<file path="config.mk">
export PLATFORM = sky130hd
export DESIGN_NAME = mmie_core
export DESIGN_NICKNAME = d
export VERILOG_FILES = /design/src/hdl/mmie_pkg.sv /design/src/hdl/mmie_multiplier.sv /design/src/hdl/mmie_core.sv
export SDC_FILE = /design/constraint.sdc
export NUM_CORES = 1
export LEC_CHECK = 0
export ABC_AREA = 1
export BUFFER_PORTS_ARGS = -buffer_cell sky130_fd_sc_hd__buf_2
export CORE_MARGIN = 5
export CORE_UTILIZATION = 30
export DETAILED_ROUTE_END_ITERATION = 6
export PLACE_DENSITY = 0.52
export SETUP_SLACK_MARGIN = 0.05
export SLEW_MARGIN = 20
export SYNTH_ARGS = -nofsm -noshare
export SYNTH_HDL_FRONTEND = slang
export SYNTH_SLANG_ARGS = --single-unit
</file>
<file path="constraint.sdc">
create_clock -name clock -period 4.3 [get_ports clock]
set_input_delay 0.645 -clock clock [delete_from_list [all_inputs] [get_ports clock]]
set_output_delay 0.645 -clock clock [all_outputs]
set_load 0.01 [all_outputs]
</file>
<file path="src/hdl/mmie_pkg.sv">
// Function
// - The bank-select load (high byte 0000 0001) writes the low four bits of its literal into the bank select register.
// - After a bank-select load the upper four bits of the bank select register are zero.
// - The working load (high byte 0000 1110) puts its literal into the working register and touches no flag.
// - The store-working instruction (0110 111a) copies the working register into the addressed file register.
// - The store-working file field reaches every location of a 256-byte bank.
// - With the bank-access bit clear the store-working instruction addresses the access bank.
// - With the bank-access bit set the bank select register gives the upper address bits.
// - With the access bit clear, extended set on and address at most 95, indexed literal offset mode is used.
// - The literal multiply (high byte 0000 1101) forms the unsigned 16-bit product of working and literal.
// - The product high byte goes to product_high, the low byte to product_low, the working register unchanged.
// - The literal multiply changes no status flag.
// - The file-to-file move is two words, a 12-bit source then a 12-bit destination, each 000h to FFFh.
package mmie_pkg;
  localparam logic [7:0]  OP_LOAD_BANK   = 8'h01;
  localparam logic [7:0]  OP_LOAD_WORK   = 8'h0E;
  localparam logic [7:0]  OP_MULTIPLY    = 8'h0D;
  localparam logic [6:0]  OP_STORE_WORK  = 7'h37;
  localparam logic [3:0]  OP_MOVE_FIRST  = 4'hC;
  localparam logic [3:0]  OP_MOVE_SECOND = 4'hF;
  localparam logic [7:0]  INDEXED_LIMIT  = 8'h5F;
  localparam logic [3:0]  ACCESS_LOW_BANK  = 4'h0;
  localparam logic [3:0]  ACCESS_HIGH_BANK = 4'hF;
  localparam logic [7:0]  RESET_BYTE     = 8'h00;
  localparam logic [11:0] RESET_ADDR     = 12'h000;
  typedef enum logic [3:0] {
    MMIE_Q1 = 4'b0001,
    MMIE_Q2 = 4'b0010,
    MMIE_Q3 = 4'b0100,
    MMIE_Q4 = 4'b1000
  } mmie_phase_t;
endpackage : mmie_pkg

</file>
<file path="src/hdl/mmie_multiplier.sv">
module mmie_multiplier #(
  parameter int WIDTH = 8
) (
  // operands
  input  wire logic [WIDTH-1:0]   a,
  input  wire logic [WIDTH-1:0]   b,
  // result
  output logic      [2*WIDTH-1:0] product
);
  import mmie_pkg::*;
  always_comb begin
    product = {{WIDTH{1'b0}}, a} * {{WIDTH{1'b0}}, b};
  end
endmodule : mmie_multiplier

</file>
<file path="src/hdl/mmie_core.sv">
module mmie_core (
  // clock and reset
  input  wire logic        clock,
  input  wire logic        resetn,
  input  wire logic        enable,
  // program fetch
  input  wire logic [15:0] opcode,
  input  wire logic        extended_set,
  // data memory
  input  wire logic [7:0]  file_rdata,
  output logic      [11:0] file_addr,
  output logic             file_read,
  output logic             file_write,
  output logic      [7:0]  file_wdata,
  output logic             indexed_mode,
  // state
  output logic      [7:0]  working,
  output logic      [7:0]  bank_select_register,
  output logic      [7:0]  product_high,
  output logic      [7:0]  product_low,
  output logic      [3:0]  phase,
  output logic             move_second,
  output logic             cycle_done
);
  import mmie_pkg::*;

  mmie_phase_t ph, next_ph;
  logic        mv2, next_mv2;
  logic [7:0]  latch_data, next_latch_data;
  logic [7:0]  next_working, next_bank, next_prod_high, next_prod_low;
  logic [11:0] next_addr;
  logic        next_read, next_write, next_indexed, next_done;
  logic [7:0]  next_wdata;
  logic [15:0] product;
  logic        is_bank, is_work, is_mul, is_store, is_move1;

  mmie_multiplier #(.WIDTH(8)) u_mul (
    .a       (working),
    .b       (opcode[7:0]),
    .product (product)
  );

  always_comb begin
    is_bank  = !mv2 && opcode[15:8] == OP_LOAD_BANK;
    is_work  = !mv2 && opcode[15:8] == OP_LOAD_WORK;
    is_mul   = !mv2 && opcode[15:8] == OP_MULTIPLY;
    is_store = !mv2 && opcode[15:9] == OP_STORE_WORK;
    is_move1 = !mv2 && opcode[15:12] == OP_MOVE_FIRST;
    next_ph         = ph;
    next_mv2        = mv2;
    next_latch_data = latch_data;
    next_working    = working;
    next_bank       = bank_select_register;
    next_prod_high  = product_high;
    next_prod_low   = product_low;
    next_addr       = file_addr;
    next_read       = 1'b0;
    next_write      = 1'b0;
    next_wdata      = file_wdata;
    next_indexed    = indexed_mode;
    next_done       = 1'b0;
    case (ph)
      MMIE_Q1: begin
        next_ph = MMIE_Q2;
        if (is_move1) begin
          next_addr = opcode[11:0];
          next_read = 1'b1;
          next_indexed = 1'b0;
        end else if (is_store) begin
          next_indexed = !opcode[8] && extended_set && opcode[7:0] <= INDEXED_LIMIT;
          if (opcode[8]) begin
            next_addr = {bank_select_register[3:0], opcode[7:0]};
          end else if (opcode[7]) begin
            next_addr = {ACCESS_HIGH_BANK, opcode[7:0]};
          end else begin
            next_addr = {ACCESS_LOW_BANK, opcode[7:0]};
          end
        end
      end
      MMIE_Q2: begin
        next_ph = MMIE_Q3;
        if (is_move1) begin
          next_latch_data = file_rdata;
        end
      end
      MMIE_Q3: begin
        next_ph = MMIE_Q4;
        if (mv2) begin
          next_addr  = opcode[11:0];
          next_wdata = latch_data;
          next_write = 1'b1;
        end else if (is_store) begin
          next_wdata = working;
          next_write = 1'b1;
        end
      end
      MMIE_Q4: begin
        next_ph   = MMIE_Q1;
        next_done = 1'b1;
        if (mv2) begin
          next_mv2 = 1'b0;
        end else if (is_move1) begin
          next_mv2 = 1'b1;
        end else if (is_bank) begin
          next_bank = {4'h0, opcode[3:0]};
        end else if (is_work) begin
          next_working = opcode[7:0];
        end else if (is_mul) begin
          next_prod_high = product[15:8];
          next_prod_low  = product[7:0];
        end
      end
      default: begin
        next_ph = MMIE_Q1;
      end
    endcase
  end

  always_ff @(posedge clock or negedge resetn) begin
    if (!resetn) begin
      ph                   <= MMIE_Q1;
      mv2                  <= 1'b0;
      latch_data           <= RESET_BYTE;
      working              <= RESET_BYTE;
      bank_select_register <= RESET_BYTE;
      product_high         <= RESET_BYTE;
      product_low          <= RESET_BYTE;
      file_addr            <= RESET_ADDR;
      file_read            <= 1'b0;
      file_write           <= 1'b0;
      file_wdata           <= RESET_BYTE;
      indexed_mode         <= 1'b0;
      cycle_done           <= 1'b0;
    end else if (enable) begin
      ph                   <= next_ph;
      mv2                  <= next_mv2;
      latch_data           <= next_latch_data;
      working              <= next_working;
      bank_select_register <= next_bank;
      product_high         <= next_prod_high;
      product_low          <= next_prod_low;
      file_addr            <= next_addr;
      file_read            <= next_read;
      file_write           <= next_write;
      file_wdata           <= next_wdata;
      indexed_mode         <= next_indexed;
      cycle_done           <= next_done;
    end
  end

  always_comb begin
    phase       = ph;
    move_second = mv2;
  end

  a_bank_upper_zero: assert property (@(posedge clock) disable iff (!resetn)
    bank_select_register[7:4] == 4'h0) else $error("bank select upper nibble not zero");
  a_bank_load: assert property (@(posedge clock) disable iff (!resetn)
    enable && ph == MMIE_Q4 && is_bank |=> bank_select_register == {4'h0, $past(opcode[3:0])})
    else $error("bank select load wrong");
  a_bank_unchanged: assert property (@(posedge clock) disable iff (!resetn)
    enable && ph == MMIE_Q4 && !is_bank |=> bank_select_register == $past(bank_select_register))
    else $error("bank select changed by other instruction");
  a_work_load: assert property (@(posedge clock) disable iff (!resetn)
    enable && ph == MMIE_Q4 && is_work |=> working == $past(opcode[7:0])) else $error("working load wrong");
  a_work_unchanged: assert property (@(posedge clock) disable iff (!resetn)
    enable && ph == MMIE_Q4 && !is_work |=> working == $past(working))
    else $error("working changed by other instruction");
  a_mul_result: assert property (@(posedge clock) disable iff (!resetn)
    enable && ph == MMIE_Q4 && is_mul |=> {product_high, product_low} == $past(working) * $past(opcode[7:0])
    && working == $past(working)) else $error("product wrong");
  a_store_write: assert property (@(posedge clock) disable iff (!resetn)
    enable && ph == MMIE_Q3 && is_store |=> file_write && file_wdata == $past(working))
    else $error("store write missing");
  a_store_bank: assert property (@(posedge clock) disable iff (!resetn)
    enable && ph == MMIE_Q1 && is_store && opcode[8]
    |=> file_addr == {$past(bank_select_register[3:0]), $past(opcode[7:0])}) else $error("banked address wrong");
  a_store_access: assert property (@(posedge clock) disable iff (!resetn)
    enable && ph == MMIE_Q1 && is_store && !opcode[8]
    |=> file_addr[11:8] == ($past(opcode[7]) ? ACCESS_HIGH_BANK : ACCESS_LOW_BANK)) else $error("access bank wrong");
  a_indexed_sel: assert property (@(posedge clock) disable iff (!resetn)
    enable && ph == MMIE_Q1 && is_store
    |=> indexed_mode == (!$past(opcode[8]) && $past(extended_set) && $past(opcode[7:0]) <= INDEXED_LIMIT))
    else $error("indexed mode wrong");

  // two-word move, source read in cycle one and destination write in cycle two
  a_move_read_addr: assert property (@(posedge clock) disable iff (!resetn)
    enable && ph == MMIE_Q1 && is_move1 |=> file_read && file_addr == $past(opcode[11:0]))
    else $error("move source read wrong");
  a_move_latch: assert property (@(posedge clock) disable iff (!resetn)
    enable && ph == MMIE_Q2 && is_move1 |=> latch_data == $past(file_rdata))
    else $error("move source byte not latched");
  a_move_dest: assert property (@(posedge clock) disable iff (!resetn)
    enable && ph == MMIE_Q3 && mv2
    |=> file_write && file_addr == $past(opcode[11:0]) && file_wdata == $past(latch_data))
    else $error("move destination write wrong");
  a_move_second_set: assert property (@(posedge clock) disable iff (!resetn)
    enable && ph == MMIE_Q4 && is_move1 |=> mv2) else $error("move second cycle not entered");
  a_move_second_clear: assert property (@(posedge clock) disable iff (!resetn)
    enable && ph == MMIE_Q4 && mv2 |=> !mv2) else $error("move second cycle not left");
  a_move_write_q4: assert property (@(posedge clock) disable iff (!resetn)
    file_write |-> ph == MMIE_Q4) else $error("write outside final phase");
  a_move_no_read2: assert property (@(posedge clock) disable iff (!resetn)
    file_read |-> !mv2 && ph == MMIE_Q2) else $error("read outside first cycle read phase");

  // quarter phase walk, done pulse and freeze
  a_phase_q1_q2: assert property (@(posedge clock) disable iff (!resetn)
    enable && ph == MMIE_Q1 |=> ph == MMIE_Q2) else $error("phase did not leave decode");
  a_phase_q2_q3: assert property (@(posedge clock) disable iff (!resetn)
    enable && ph == MMIE_Q2 |=> ph == MMIE_Q3) else $error("phase did not leave read");
  a_phase_q3_q4: assert property (@(posedge clock) disable iff (!resetn)
    enable && ph == MMIE_Q3 |=> ph == MMIE_Q4) else $error("phase did not leave process");
  a_phase_q4_q1: assert property (@(posedge clock) disable iff (!resetn)
    enable && ph == MMIE_Q4 |=> ph == MMIE_Q1) else $error("phase did not leave write");
  a_done_pulse: assert property (@(posedge clock) disable iff (!resetn)
    enable && cycle_done |=> !cycle_done) else $error("done held too long");
  a_freeze_state: assert property (@(posedge clock) disable iff (!resetn)
    !enable |=> ph == $past(ph) && working == $past(working) && file_addr == $past(file_addr)
    && bank_select_register == $past(bank_select_register)) else $error("state moved while frozen");
  a_cycle_four: assert property (@(posedge clock) disable iff (!resetn)
    enable && cycle_done ##1 enable [*3] |=> cycle_done) else $error("cycle not four phases");
endmodule : mmie_core

</file>
# Word level (Yosys, flattened, before mapping)
# Index checks and enable logic that the tools add are counted.
# W data, S select, Z words.
[totals]
regBits = 65
in_bits = 28
out_inout_bits = 61
[classes]
eq_ne = 11
n_bitwise = 4
mul = 1
n_reduce_logical = 20
n_lt_le_gt_ge = 1
mux = 18
[ops]
columns = ["op", "n"]
rows = [
  ["$mux W12", 5],
  ["$pmux W12 S2", 1],
  ["$eq A8 B4 Y1 const B", 2],
  ["$mul A8 B8 Y16", 1],
  ["$mux W8", 2],
  ["$pmux W4 S3", 1],
  ["$mux W1", 9],
  ["$reduce_and A3 Y1", 3],
  ["$eq A4 B4 Y1 const B", 2],
  ["$eq A8 B1 Y1 const B", 1],
  ["$le A8 B7 Y1 const B", 1],
  ["$eq A7 B6 Y1 const B", 1],
  ["$logic_and A1 B1 Y1", 7],
  ["$reduce_and A7 Y1", 1],
  ["$reduce_and A6 Y1", 1],
  ["$reduce_bool A2 Y1", 3],
  ["$reduce_and A5 Y1", 1],
  ["$eq A4 B1 Y1 const B", 1],
  ["$eq A4 B2 Y1 const B", 1],
  ["$eq A4 B3 Y1 const B", 1],
  ["$not A1 Y1", 4],
  ["$reduce_and A4 Y1", 1],
  ["$ne A3 B3 Y1 const B", 1],
  ["$logic_not A1 Y1", 2],
  ["2 further kinds", 2],
]

# Logic depth before layout (Yosys ltp)
# Gate-level depths: netlist of the first run.
[depth]
depth_word = 5
mapped_depth = 21

# Cells and area by module
# Synthesis of the first run repeated with hierarchy kept, for this count alone.
[unflattened]
cells_unflattened = 749
area_unflattened_um2 = 5664.2
[modules_own_cells]
columns = ["module", "cells_per_inst", "seq_area_each_um2", "area_each_um2", "n_inst"]
rows = [
  ["mmie_core", 368, 1627.8, 3230.6, 1],
  ["mmie_multiplier", 381, 0.0, 2433.6, 1],
]

# Worst setup path after synthesis of the first run
# No wires, ideal clock.
[synth_path]
path_kind = "input to register"
startpoint = "input opcode[6]"
endpoint = "register product_high[0]"
required_time_ns = 4.183
setup_time_ns = 0.117
setup_slack_ns = 0.018
path_stages = 17
t_arrival_ns = 4.165
cell_sequence = "clkbuf_1 -> nand2_1 -> fa_1 -> fa_1 -> inv_1 -> fa_1 -> inv_1 -> fa_1 -> inv_1 -> ha_1 -> nand2_1 -> inv_1 -> nand2_1 -> nand2_1 -> or2_2 -> nand3_1 -> nand2_1"
[synth_between]
elab_chain_len = 1
[synth_rtl]
columns = ["element", "line", "rtl"]
rows = [
  ["start: declaration", "mmie_core.sv:7", "input wire logic [15:0] opcode,"],
  ["$mul A8 B8 Y16", "mmie_multiplier.sv:12", "product = {{WIDTH{1'b0}}, a} * {{WIDTH{1'b0}}, b};"],
  ["end signal: assignment", "mmie_core.sv:140", "product_high <= next_prod_high;"],
  ["end: declaration", "mmie_core.sv:19", "output logic [7:0] product_high,"],
]
# Every way passes these cells.
# A chain may end at the register's enable or synchronous reset.

# Worst setup path after layout of the first run
[layout_path]
startpoint = "register working[2]"
endpoint = "register product_high[7]"
[layout_between]
elab_chain_len = 1
[layout_rtl]
columns = ["element", "line", "rtl"]
rows = [
  ["start: declaration", "mmie_core.sv:17", "output logic [7:0] working,"],
  ["start signal: assignment", "mmie_core.sv:138", "working <= next_working;"],
  ["$mul A8 B8 Y16", "mmie_multiplier.sv:12", ""],
]
# Every way passes these cells.

==> impl_results.html, run 1 <==
<table>
<tr><th>Metric</th><th>Value</th></tr>
<tr><th colspan="2">STA</th></tr>
<tr><td>Share of the clock period used by the worst path</td><td>93.08%</td></tr>
<tr><td>Final critical-path required period</td><td>4.003 ns</td></tr>
<tr><td>Number of hold violations in the final report</td><td>0</td></tr>
<tr><td>RSZ-0062 raised after global routing</td><td>no</td></tr>
<tr><td>Worst hold-check slack</td><td>0.2963 ns</td></tr>
<tr><td>Final sum of negative setup slack</td><td>0 ns</td></tr>
<tr><td>Slew at the pin closest to its max-slew limit</td><td>0.7476 ns</td></tr>
<tr><td>Headroom to the max-slew limit</td><td>50.16%</td></tr>
<tr><td>Number of failing setup endpoints in the final timing report</td><td>0</td></tr>
<tr><td>Setup slack of the critical path after layout</td><td>0.2974 ns</td></tr>
<tr><td>Setup clock skew after layout</td><td>0.01182 ns</td></tr>
<tr><td>Peak clock frequency supported by timing</td><td>249.8 MHz</td></tr>
<tr><td>Final count of pins violating max slew</td><td>0</td></tr>
<tr><th colspan="2">Logic synthesis</th></tr>
<tr><td>Yosys cell types</td><td>39</td></tr>
<tr><td>Area contributors post-synth</td><td>sky130_fd_sc_hd__dfrtp_1, sky130_fd_sc_hd__nand2_1, sky130_fd_sc_hd__fa_1</td></tr>
<tr><td>Synthesized area divided by synthesized cell count</td><td>7.740 sq um</td></tr>
<tr><td>Area leader, netlist</td><td>sky130_fd_sc_hd__dfrtp_1</td></tr>
<tr><td>Synth Warn #</td><td>0</td></tr>
<tr><td>Top-area cell type share of the netlist area</td><td>30.12%</td></tr>
<tr><td>Syn Inst Count</td><td>between 600 and 700</td></tr>
<tr><td>Post-synthesis sequential element count</td><td>65</td></tr>
<tr><td>Post-synthesis instance area</td><td>between 5000 and 6000 sq um</td></tr>
<tr><td>Top flip-flop cell by instance count after synthesis</td><td>sky130_fd_sc_hd__dfrtp_1</td></tr>
<tr><td>Post-synth EDFFs</td><td>0</td></tr>
<tr><td>Proportion of synthesized flip-flops having asynchronous set or reset</td><td>between 90% and 100%</td></tr>
<tr><td>Sequential fraction of the synthesis area</td><td>30.61%</td></tr>
<tr><th colspan="2">Setup path</th></tr>
<tr><td>Maximum fanout along the worst path</td><td>7</td></tr>
<tr><td>Worst path arrival time</td><td>4.23 ns</td></tr>
<tr><td>Worst setup path class</td><td>reg2reg</td></tr>
<tr><td>Startpoint type of the worst setup path</td><td>flop</td></tr>
<tr><td>Data required time of the critical path</td><td>4.53 ns</td></tr>
<tr><td>CP endpoint kind</td><td>flop</td></tr>
<tr><th colspan="2">CTS</th></tr>
<tr><td>Skew-Pair Late Insertion Delay</td><td>0.34 ns</td></tr>
<tr><td>Clock tree from TritonCTS</td><td>built</td></tr>
<tr><td>Clock sinks</td><td>65</td></tr>
<tr><td>TritonCTS buffer count</td><td>9</td></tr>
<tr><td>Clock transition at path regs</td><td>0.06 ns</td></tr>
<tr><td>Post-CTS Hold Fix Bufs</td><td>0</td></tr>
<tr><td>Number of H-tree branching levels</td><td>3</td></tr>
<tr><td>Maximum root-to-sink buffer count</td><td>2</td></tr>
<tr><td>CTS Root Buffer Type</td><td>sky130_fd_sc_hd__clkbuf_16</td></tr>
<tr><th colspan="2">Job</th></tr>
<tr><td>Maximum capacitance violations</td><td>0</td></tr>
<tr><th colspan="2">Global routing</th></tr>
<tr><td>Via count of the first global-routing pass</td><td>4,449</td></tr>
<tr><td>Pin count of the biggest net entering global routing</td><td>43</td></tr>
<tr><td>Number of antenna violations at the first check in global routing</td><td>0</td></tr>
<tr><td>Wire length of the first global-routing pass</td><td>22,180 um</td></tr>
<tr><td>Aggregate global routing overflow</td><td>0</td></tr>
<tr><td>Overall routing resource usage</td><td>13.61%</td></tr>
<tr><th colspan="2">Power</th></tr>
<tr><td>Maximum resistive drop on vdd</td><td>approximately 0.00018 V</td></tr>
<tr><td>Leakage power</td><td>3.960 nW</td></tr>
<tr><td>Power density over the cells</td><td>about 300 nW/um^2</td></tr>
<tr><td>Sum of internal, switching and leakage power</td><td>0.001891 W</td></tr>
<tr><th colspan="2">Final layout</th></tr>
<tr><td>Leading cell types in the layout, fill and taps excluded</td><td>sky130_fd_sc_hd__nand2_1, sky130_fd_sc_hd__inv_1, sky130_fd_sc_hd__buf_2, sky130_fd_sc_hd__dfrtp_1</td></tr>
<tr><td>Antenna cells</td><td>0</td></tr>
<tr><td>Fillers</td><td>between 1,500 and 2,000</td></tr>
<tr><td>Post-layout nets</td><td>875</td></tr>
<tr><td>Area added between synthesis and finish</td><td>18.99%</td></tr>
<tr><td>Area taken by multi-input logic gates</td><td>2955 sq um</td></tr>
<tr><td>Proportion of layout cells with a drive suffix above 1</td><td>about a fifth</td></tr>
<tr><td>Area occupied by registers</td><td>around 1600 sq um</td></tr>
<tr><td>Final instance area</td><td>6327 sq um</td></tr>
<tr><td>Leading cell type in the layout, fill and taps excluded</td><td>sky130_fd_sc_hd__nand2_1</td></tr>
<tr><th colspan="2">Route</th></tr>
<tr><td>WL per Instance</td><td>between 10 and 15 um</td></tr>
<tr><td>DRT Wirelength</td><td>13,070 um</td></tr>
<tr><td>Routed via count divided by cell count</td><td>4.411</td></tr>
<tr><td>Remaining number of nets flagged by the antenna check after routing</td><td>0</td></tr>
<tr><td>Total via count after detailed routing</td><td>4,433</td></tr>
<tr><td>Number of design rule violations left after detail routing</td><td>0</td></tr>
<tr><td>First DRT Iteration DRCs</td><td>around 220</td></tr>
<tr><td>Iteration count of the initial detailed-routing pass</td><td>4</td></tr>
<tr><th colspan="2">Min path</th></tr>
<tr><td>Path category of the worst min-delay check</td><td>in2async</td></tr>
<tr><th colspan="2">Placed design</th></tr>
<tr><td>Post-place setup slack</td><td>-0.05525 ns</td></tr>
<tr><td>Count of input and output buffers</td><td>84</td></tr>
<tr><td>Estimated wirelength of the detail-placed design</td><td>10,530 um</td></tr>
<tr><td>Cell area reported after detailed placement</td><td>approximately 6000 sq um</td></tr>
<tr><td>Final GP Congestion</td><td>0.7738</td></tr>
<tr><th colspan="2">Die</th></tr>
<tr><td>Initial Util</td><td>30.64%</td></tr>
<tr><td>Die Wd</td><td>143.1 um</td></tr>
<tr><td>Die area</td><td>20,490 sq um</td></tr>
<tr><td>Standard-cell row count</td><td>48</td></tr>
<tr><td>Die height</td><td>143.1 um</td></tr>
<tr><td>Io pins</td><td>89</td></tr>
<tr><td>Core region area</td><td>17,360 sq um</td></tr>
<tr><th colspan="2">Status</th></tr>
<tr><td>Status</td><td>finished, final reports clean</td></tr>
</table>
-- logic make-up (layout without fill, tap and decap cells) --
logic type / after synthesis / count (layout) / share of synthesized area [%]
and+or+nand+nor: 309 / 309 / 25.48
buffers and inverters: 180 / 270 / 14.02
adders and majority gates: 72 / 72 / 22.02
DFF: 65 / 65 / 30.61
AOI/OAI and AO/OA: 51 / 51 / 6.118
xor gates and xnor gates: 5 / 5 / 0.8237
muxes: 4 / 4 / 0.8470
other: 1 / 4 / 0.07052
-- worst max-delay path, cell delays in order (launching register included) --
cell and delay (ns):
sky130_fd_sc_hd__dfrtp_1 0.46, sky130_fd_sc_hd__buf_4 0.20, sky130_fd_sc_hd__nand2_1 0.06, sky130_fd_sc_hd__inv_1 0.05, sky130_fd_sc_hd__fa_1 0.45, sky130_fd_sc_hd__fa_1 0.50
sky130_fd_sc_hd__fa_1 0.50, sky130_fd_sc_hd__inv_1 0.06, sky130_fd_sc_hd__fa_1 0.52, sky130_fd_sc_hd__inv_1 0.04, sky130_fd_sc_hd__ha_1 0.34, sky130_fd_sc_hd__nand2_1 0.12
sky130_fd_sc_hd__nor2_1 0.17, sky130_fd_sc_hd__and2_1 0.14, sky130_fd_sc_hd__nand2_1 0.06, sky130_fd_sc_hd__nand3_1 0.07, sky130_fd_sc_hd__nand2_1 0.05, sky130_fd_sc_hd__nand3_1 0.06
sky130_fd_sc_hd__nand2_1 0.05
-- synth_stat cells, types with 2 or more instances --
library cell               number
sky130_fd_sc_hd__nand3_2        3
sky130_fd_sc_hd__buf_4          6
sky130_fd_sc_hd__nor2_4         4
sky130_fd_sc_hd__xor2_1         2
sky130_fd_sc_hd__nor3_1         2
sky130_fd_sc_hd__inv_2          5
sky130_fd_sc_hd__mux2_2         2
sky130_fd_sc_hd__a21oi_1        8
sky130_fd_sc_hd__xnor2_1        3
sky130_fd_sc_hd__nand2_1      226
sky130_fd_sc_hd__dfrtp_1       64
sky130_fd_sc_hd__mux2_1         2
sky130_fd_sc_hd__buf_2         10
sky130_fd_sc_hd__nand3_1       34
sky130_fd_sc_hd__o21ai_1        4
sky130_fd_sc_hd__or2_2          4
sky130_fd_sc_hd__nand4_1        9
sky130_fd_sc_hd__o21ai_2        9
sky130_fd_sc_hd__clkbuf_1      11
sky130_fd_sc_hd__o211ai_1       8
sky130_fd_sc_hd__fa_1          36
sky130_fd_sc_hd__nor2_1        15
sky130_fd_sc_hd__nand2_2        3
sky130_fd_sc_hd__ha_1          36
sky130_fd_sc_hd__buf_6          4
sky130_fd_sc_hd__nand4_2        3
sky130_fd_sc_hd__inv_1        143
sky130_fd_sc_hd__o21ai_0       19
sky130_fd_sc_hd__nor2_2         2
-- power breakdown --
group,leakage (nW),switching (W),internal (W)
logic,2.94,0.000208,0.000136
registers,0.872,0.0000677,0.000709
clock network,0.151,0.000298,0.000473
-- through the flow --
step                      util (%)  instances
after floorplan                  -        690
after global routing         36.45       1005
after detailed placement     34.61        989
after CTS                    36.42       1005
final                        36.45       1005
after global placement       34.61        989
-- state kept, by name, indices dropped and copies added (netlist names), 4 cells and up --
name                  flops
product_low               8
working                   8
phase                     4
bank_select_register      4
file_addr                12
product_high              8
file_wdata                8
latch_data                8
-- final timing paths --
check                                start               to  slack (ns)  cells after the start
max                             working[2]  product_high[7]        0.30                     18
max in group asynchronous           resetn       working[3]        3.23                      2
max reg2reg                     working[2]  product_high[7]        0.30                     18
min reg2reg                product_high[3]  product_high[3]        0.47                      2
min in group clock         product_high[3]  product_high[3]        0.47                      2
min                                 resetn    latch_data[2]        0.30                      1
-- layer usage --
metal,share of wire [%],track usage (%)
met5,0,0
met4,1.1,3.502
met3,5.8,2.813
met2,47,22.87
met1,46,17.92
-- timing repair --
action,CTS,global route
endpoints found under the hold margin,0,0
endpoints found under the setup margin,0,3
buffers inserted,0,0
resized for setup,0,3
-- layout make-up --
class                   instances  share of cell area (%)
clock buffers                  10                   3.777
clock inverters                 6                   1.186
inverters                     149                   8.918
multi-input cells             445                   46.71
flip-flops and latches         65                   25.79
well taps                     225                   4.449
repair buffers                105                   9.175
(Power assumes the default switching activity.)
==> run 2, diff against run 1 <==
Settings changed: CELL_PAD_IN_SITES_DETAIL_PLACEMENT from default to 1, CELL_PAD_IN_SITES_GLOBAL_PLACEMENT from default to 1, PLACE_DENSITY 0.52 to 0.65.
==> impl_results.html, run 2 (synthesis results as in run 1) <==
<table>
<tr><th>Metric</th><th>Value</th></tr>
<tr><th colspan="2">CTS</th></tr>
<tr><td>Clock tree from TritonCTS</td><td>built</td></tr>
<tr><td>Post-CTS Hold Fix Bufs</td><td>0</td></tr>
<tr><td>Number of H-tree branching levels</td><td>3</td></tr>
<tr><td>TritonCTS buffer count</td><td>9</td></tr>
<tr><td>Skew-Pair Late Insertion Delay</td><td>0.35 ns</td></tr>
<tr><td>Maximum root-to-sink buffer count</td><td>2</td></tr>
<tr><td>Clock sinks</td><td>65</td></tr>
<tr><td>Clock transition at path regs</td><td>0.06 ns</td></tr>
<tr><td>CTS Root Buffer Type</td><td>sky130_fd_sc_hd__clkbuf_16</td></tr>
<tr><th colspan="2">Status</th></tr>
<tr><td>Status</td><td>finished, final reports clean</td></tr>
<tr><th colspan="2">Die</th></tr>
<tr><td>Initial Util</td><td>between 30% and 40%</td></tr>
<tr><td>Die Wd</td><td>about 140 um</td></tr>
<tr><td>Core region area</td><td>17,360 sq um</td></tr>
<tr><td>Standard-cell row count</td><td>48</td></tr>
<tr><td>Die height</td><td>143.1 um</td></tr>
<tr><td>Die area</td><td>20,490 sq um</td></tr>
<tr><td>Io pins</td><td>89</td></tr>
<tr><th colspan="2">Setup path</th></tr>
<tr><td>Maximum fanout along the worst path</td><td>7</td></tr>
<tr><td>Slowest-stage cell, CP</td><td>sky130_fd_sc_hd__fa_1</td></tr>
<tr><td>R2R setup slack</td><td>0.34 ns</td></tr>
<tr><td>Data required time of the critical path</td><td>around 4.5 ns</td></tr>
<tr><td>Worst setup path class</td><td>reg2reg</td></tr>
<tr><td>Buf/Inv on CP</td><td>3</td></tr>
<tr><td>CP endpoint kind</td><td>flop</td></tr>
<tr><td>Startpoint type of the worst setup path</td><td>flop</td></tr>
<tr><td>Delay of the slowest cell on the worst path</td><td>around 0.56 ns</td></tr>
<tr><td>Crit-path cells</td><td>nand2_1 &gt; inv_1 &gt; fa_1 &gt; fa_1 &gt; fa_1 &gt; inv_1 &gt; fa_1 &gt; inv_1 &gt; ha_1 &gt; nand2_1 &gt; nor2_1 &gt; nand3_1 &gt; nand3_1 &gt; nand2_1 &gt; nand3_1 &gt; nand2_1</td></tr>
<tr><td>Dominant delay contributor by cell family on the critical path</td><td>adder cells</td></tr>
<tr><td>Worst path arrival time</td><td>4.19 ns</td></tr>
<tr><th colspan="2">Placed design</th></tr>
<tr><td>Final GP Congestion</td><td>0.7717</td></tr>
<tr><td>Count of input and output buffers</td><td>84</td></tr>
<tr><td>Estimated wirelength of the detail-placed design</td><td>between 10,000 and 15,000 um</td></tr>
<tr><td>Post-place setup slack</td><td>-0.02301 ns</td></tr>
<tr><th colspan="2">Global routing</th></tr>
<tr><td>Via count of the first global-routing pass</td><td>slightly below 5,000</td></tr>
<tr><td>Number of antenna violations at the first check in global routing</td><td>0</td></tr>
<tr><td>Wire length of the first global-routing pass</td><td>24,810 um</td></tr>
<tr><td>Aggregate global routing overflow</td><td>0</td></tr>
<tr><td>Overall routing resource usage</td><td>15.28%</td></tr>
<tr><td>Pin count of the biggest net entering global routing</td><td>39</td></tr>
<tr><th colspan="2">Route</th></tr>
<tr><td>Total via count after detailed routing</td><td>4,521</td></tr>
<tr><td>Remaining number of nets flagged by the antenna check after routing</td><td>0</td></tr>
<tr><td>Routed via count divided by cell count</td><td>around 4.5</td></tr>
<tr><td>Iteration count of the initial detailed-routing pass</td><td>4</td></tr>
<tr><td>WL per Instance</td><td>14.36 um</td></tr>
<tr><td>DRT Wirelength</td><td>14,510 um</td></tr>
<tr><td>First DRT Iteration DRCs</td><td>roughly 140</td></tr>
<tr><td>Number of design rule violations left after detail routing</td><td>0</td></tr>
<tr><th colspan="2">Job</th></tr>
<tr><td>Maximum capacitance violations</td><td>0</td></tr>
<tr><th colspan="2">Final layout</th></tr>
<tr><td>Leading cell type in the layout, fill and taps excluded</td><td>sky130_fd_sc_hd__nand2_1</td></tr>
<tr><td>Largest register by flop count</td><td>file_addr</td></tr>
<tr><td>Flip-flop count of the largest register, all copies and words added</td><td>12</td></tr>
<tr><td>Proportion of layout cells with a drive suffix above 1</td><td>21.50%</td></tr>
<tr><td>Antenna cells</td><td>0</td></tr>
<tr><td>Area added between synthesis and finish</td><td>19.91%</td></tr>
<tr><td>Post-layout nets</td><td>881</td></tr>
<tr><td>Leading cell types in the layout, fill and taps excluded</td><td>sky130_fd_sc_hd__nand2_1, sky130_fd_sc_hd__inv_1, sky130_fd_sc_hd__buf_2, sky130_fd_sc_hd__dfrtp_1</td></tr>
<tr><th colspan="2">Min path</th></tr>
<tr><td>Path category of the worst min-delay check</td><td>in2async</td></tr>
<tr><th colspan="2">Power</th></tr>
<tr><td>Sum of internal, switching and leakage power</td><td>0.001941 W</td></tr>
<tr><td>Maximum resistive drop on vdd</td><td>0.0002210 V</td></tr>
<tr><td>Leakage power</td><td>3.997 nW</td></tr>
<tr><td>Power density over the cells</td><td>304.4 nW/um^2</td></tr>
<tr><th colspan="2">STA</th></tr>
<tr><td>RSZ-0062 raised after global routing</td><td>no</td></tr>
<tr><td>Setup clock skew after layout</td><td>0.01091 ns</td></tr>
<tr><td>Final critical-path required period</td><td>3.962 ns</td></tr>
<tr><td>Slew at the pin closest to its max-slew limit</td><td>0.8875 ns</td></tr>
<tr><td>Share of the clock period used by the worst path</td><td>92.13%</td></tr>
<tr><td>Peak clock frequency supported by timing</td><td>roughly 250 MHz</td></tr>
<tr><td>Number of failing setup endpoints in the final timing report</td><td>0</td></tr>
<tr><td>Setup slack of the critical path after layout</td><td>0.3382 ns</td></tr>
<tr><td>Final count of pins violating max slew</td><td>0</td></tr>
<tr><td>Number of hold violations in the final report</td><td>0</td></tr>
<tr><td>Headroom to the max-slew limit</td><td>40.83%</td></tr>
</table>
==> run 2: area by class of cell <==
cell class | count | area, sq um
sequential | 65 | 1632
fill | 2169 | 10980
tap | 225 | 281.5
inverter | 149 | 564.3
multi-input combinational | 445 | 2955
clock buffer | 10 | 229.0
clock inverter | 6 | 91.34
timing repair buffer | 111 | 623.1
==> run 2: stage by stage <==
| step | area [sq um] | TNS [ns] | cells | util, % | hold WS [ns] |
|---|---|---|---|---|---|
| final | 6376 | 0 | 1011 | 36.74 | 0.4153 |
| after global routing | 6376 | 0 | 1011 | 36.74 | 0.5000 |
| after CTS | 6357 | 0 | 1009 | 36.63 | 0.4503 |
| after detailed placement | 6037 | -0.04846 | 993 | 34.78 | 0.4614 |
| after global placement | 6037 | -0.03746 | 993 | 34.78 | 0.4597 |
| after floorplan | 5330 | 0 | 690 | - | 0.3494 |
==> run 2: routing by layer <==
| layer | vias to the layer above | global-route usage [%] | routed length, um |
|---|---|---|---|
| met3 | 11 | 3.014 | 704 |
| met5 | - | 0 | 0 |
| met1 | 2177 | 19.50 | 6679 |
| met4 | 0 | 3.602 | 161 |
| met2 | 81 | 26.66 | 6968 |
| li1 | 2252 | - | - |
==> run 2: worst paths after layout <==
path | endpoint | from | cells past startpoint
hold / removal | file_read | resetn | 1
setup / recovery | product_high[4] | working[3] | 16
setup reg to reg | product_high[4] | working[3] | 16
min in group clock | file_wdata[4] | file_wdata[4] | 2
max in group asynchronous | working[3] | resetn | 2
hold reg to reg | file_wdata[4] | file_wdata[4] | 2
==> run 2: what timing repair did <==
item	in CTS	in global routing
setup buffers	0	2
gates resized for setup	0	3
endpoints found under the setup margin	0	7
==> run 2: worst register-to-register path, delay by kind of cell, from the launching register on <==
family | cells | cell delay (ns)
buf+inv | 3 | 0.16
fa+ha+maj | 5 | 2.49
simple gates | 8 | 0.75
flops | 1 | 0.47
==> run 2: power by group <==
group | switching (W) | internal [W]
clock | 0.000292 | 0.000510
combinational | 0.000217 | 0.000138
sequential | 0.0000739 | 0.000709
total | 0.000583 | 0.00136
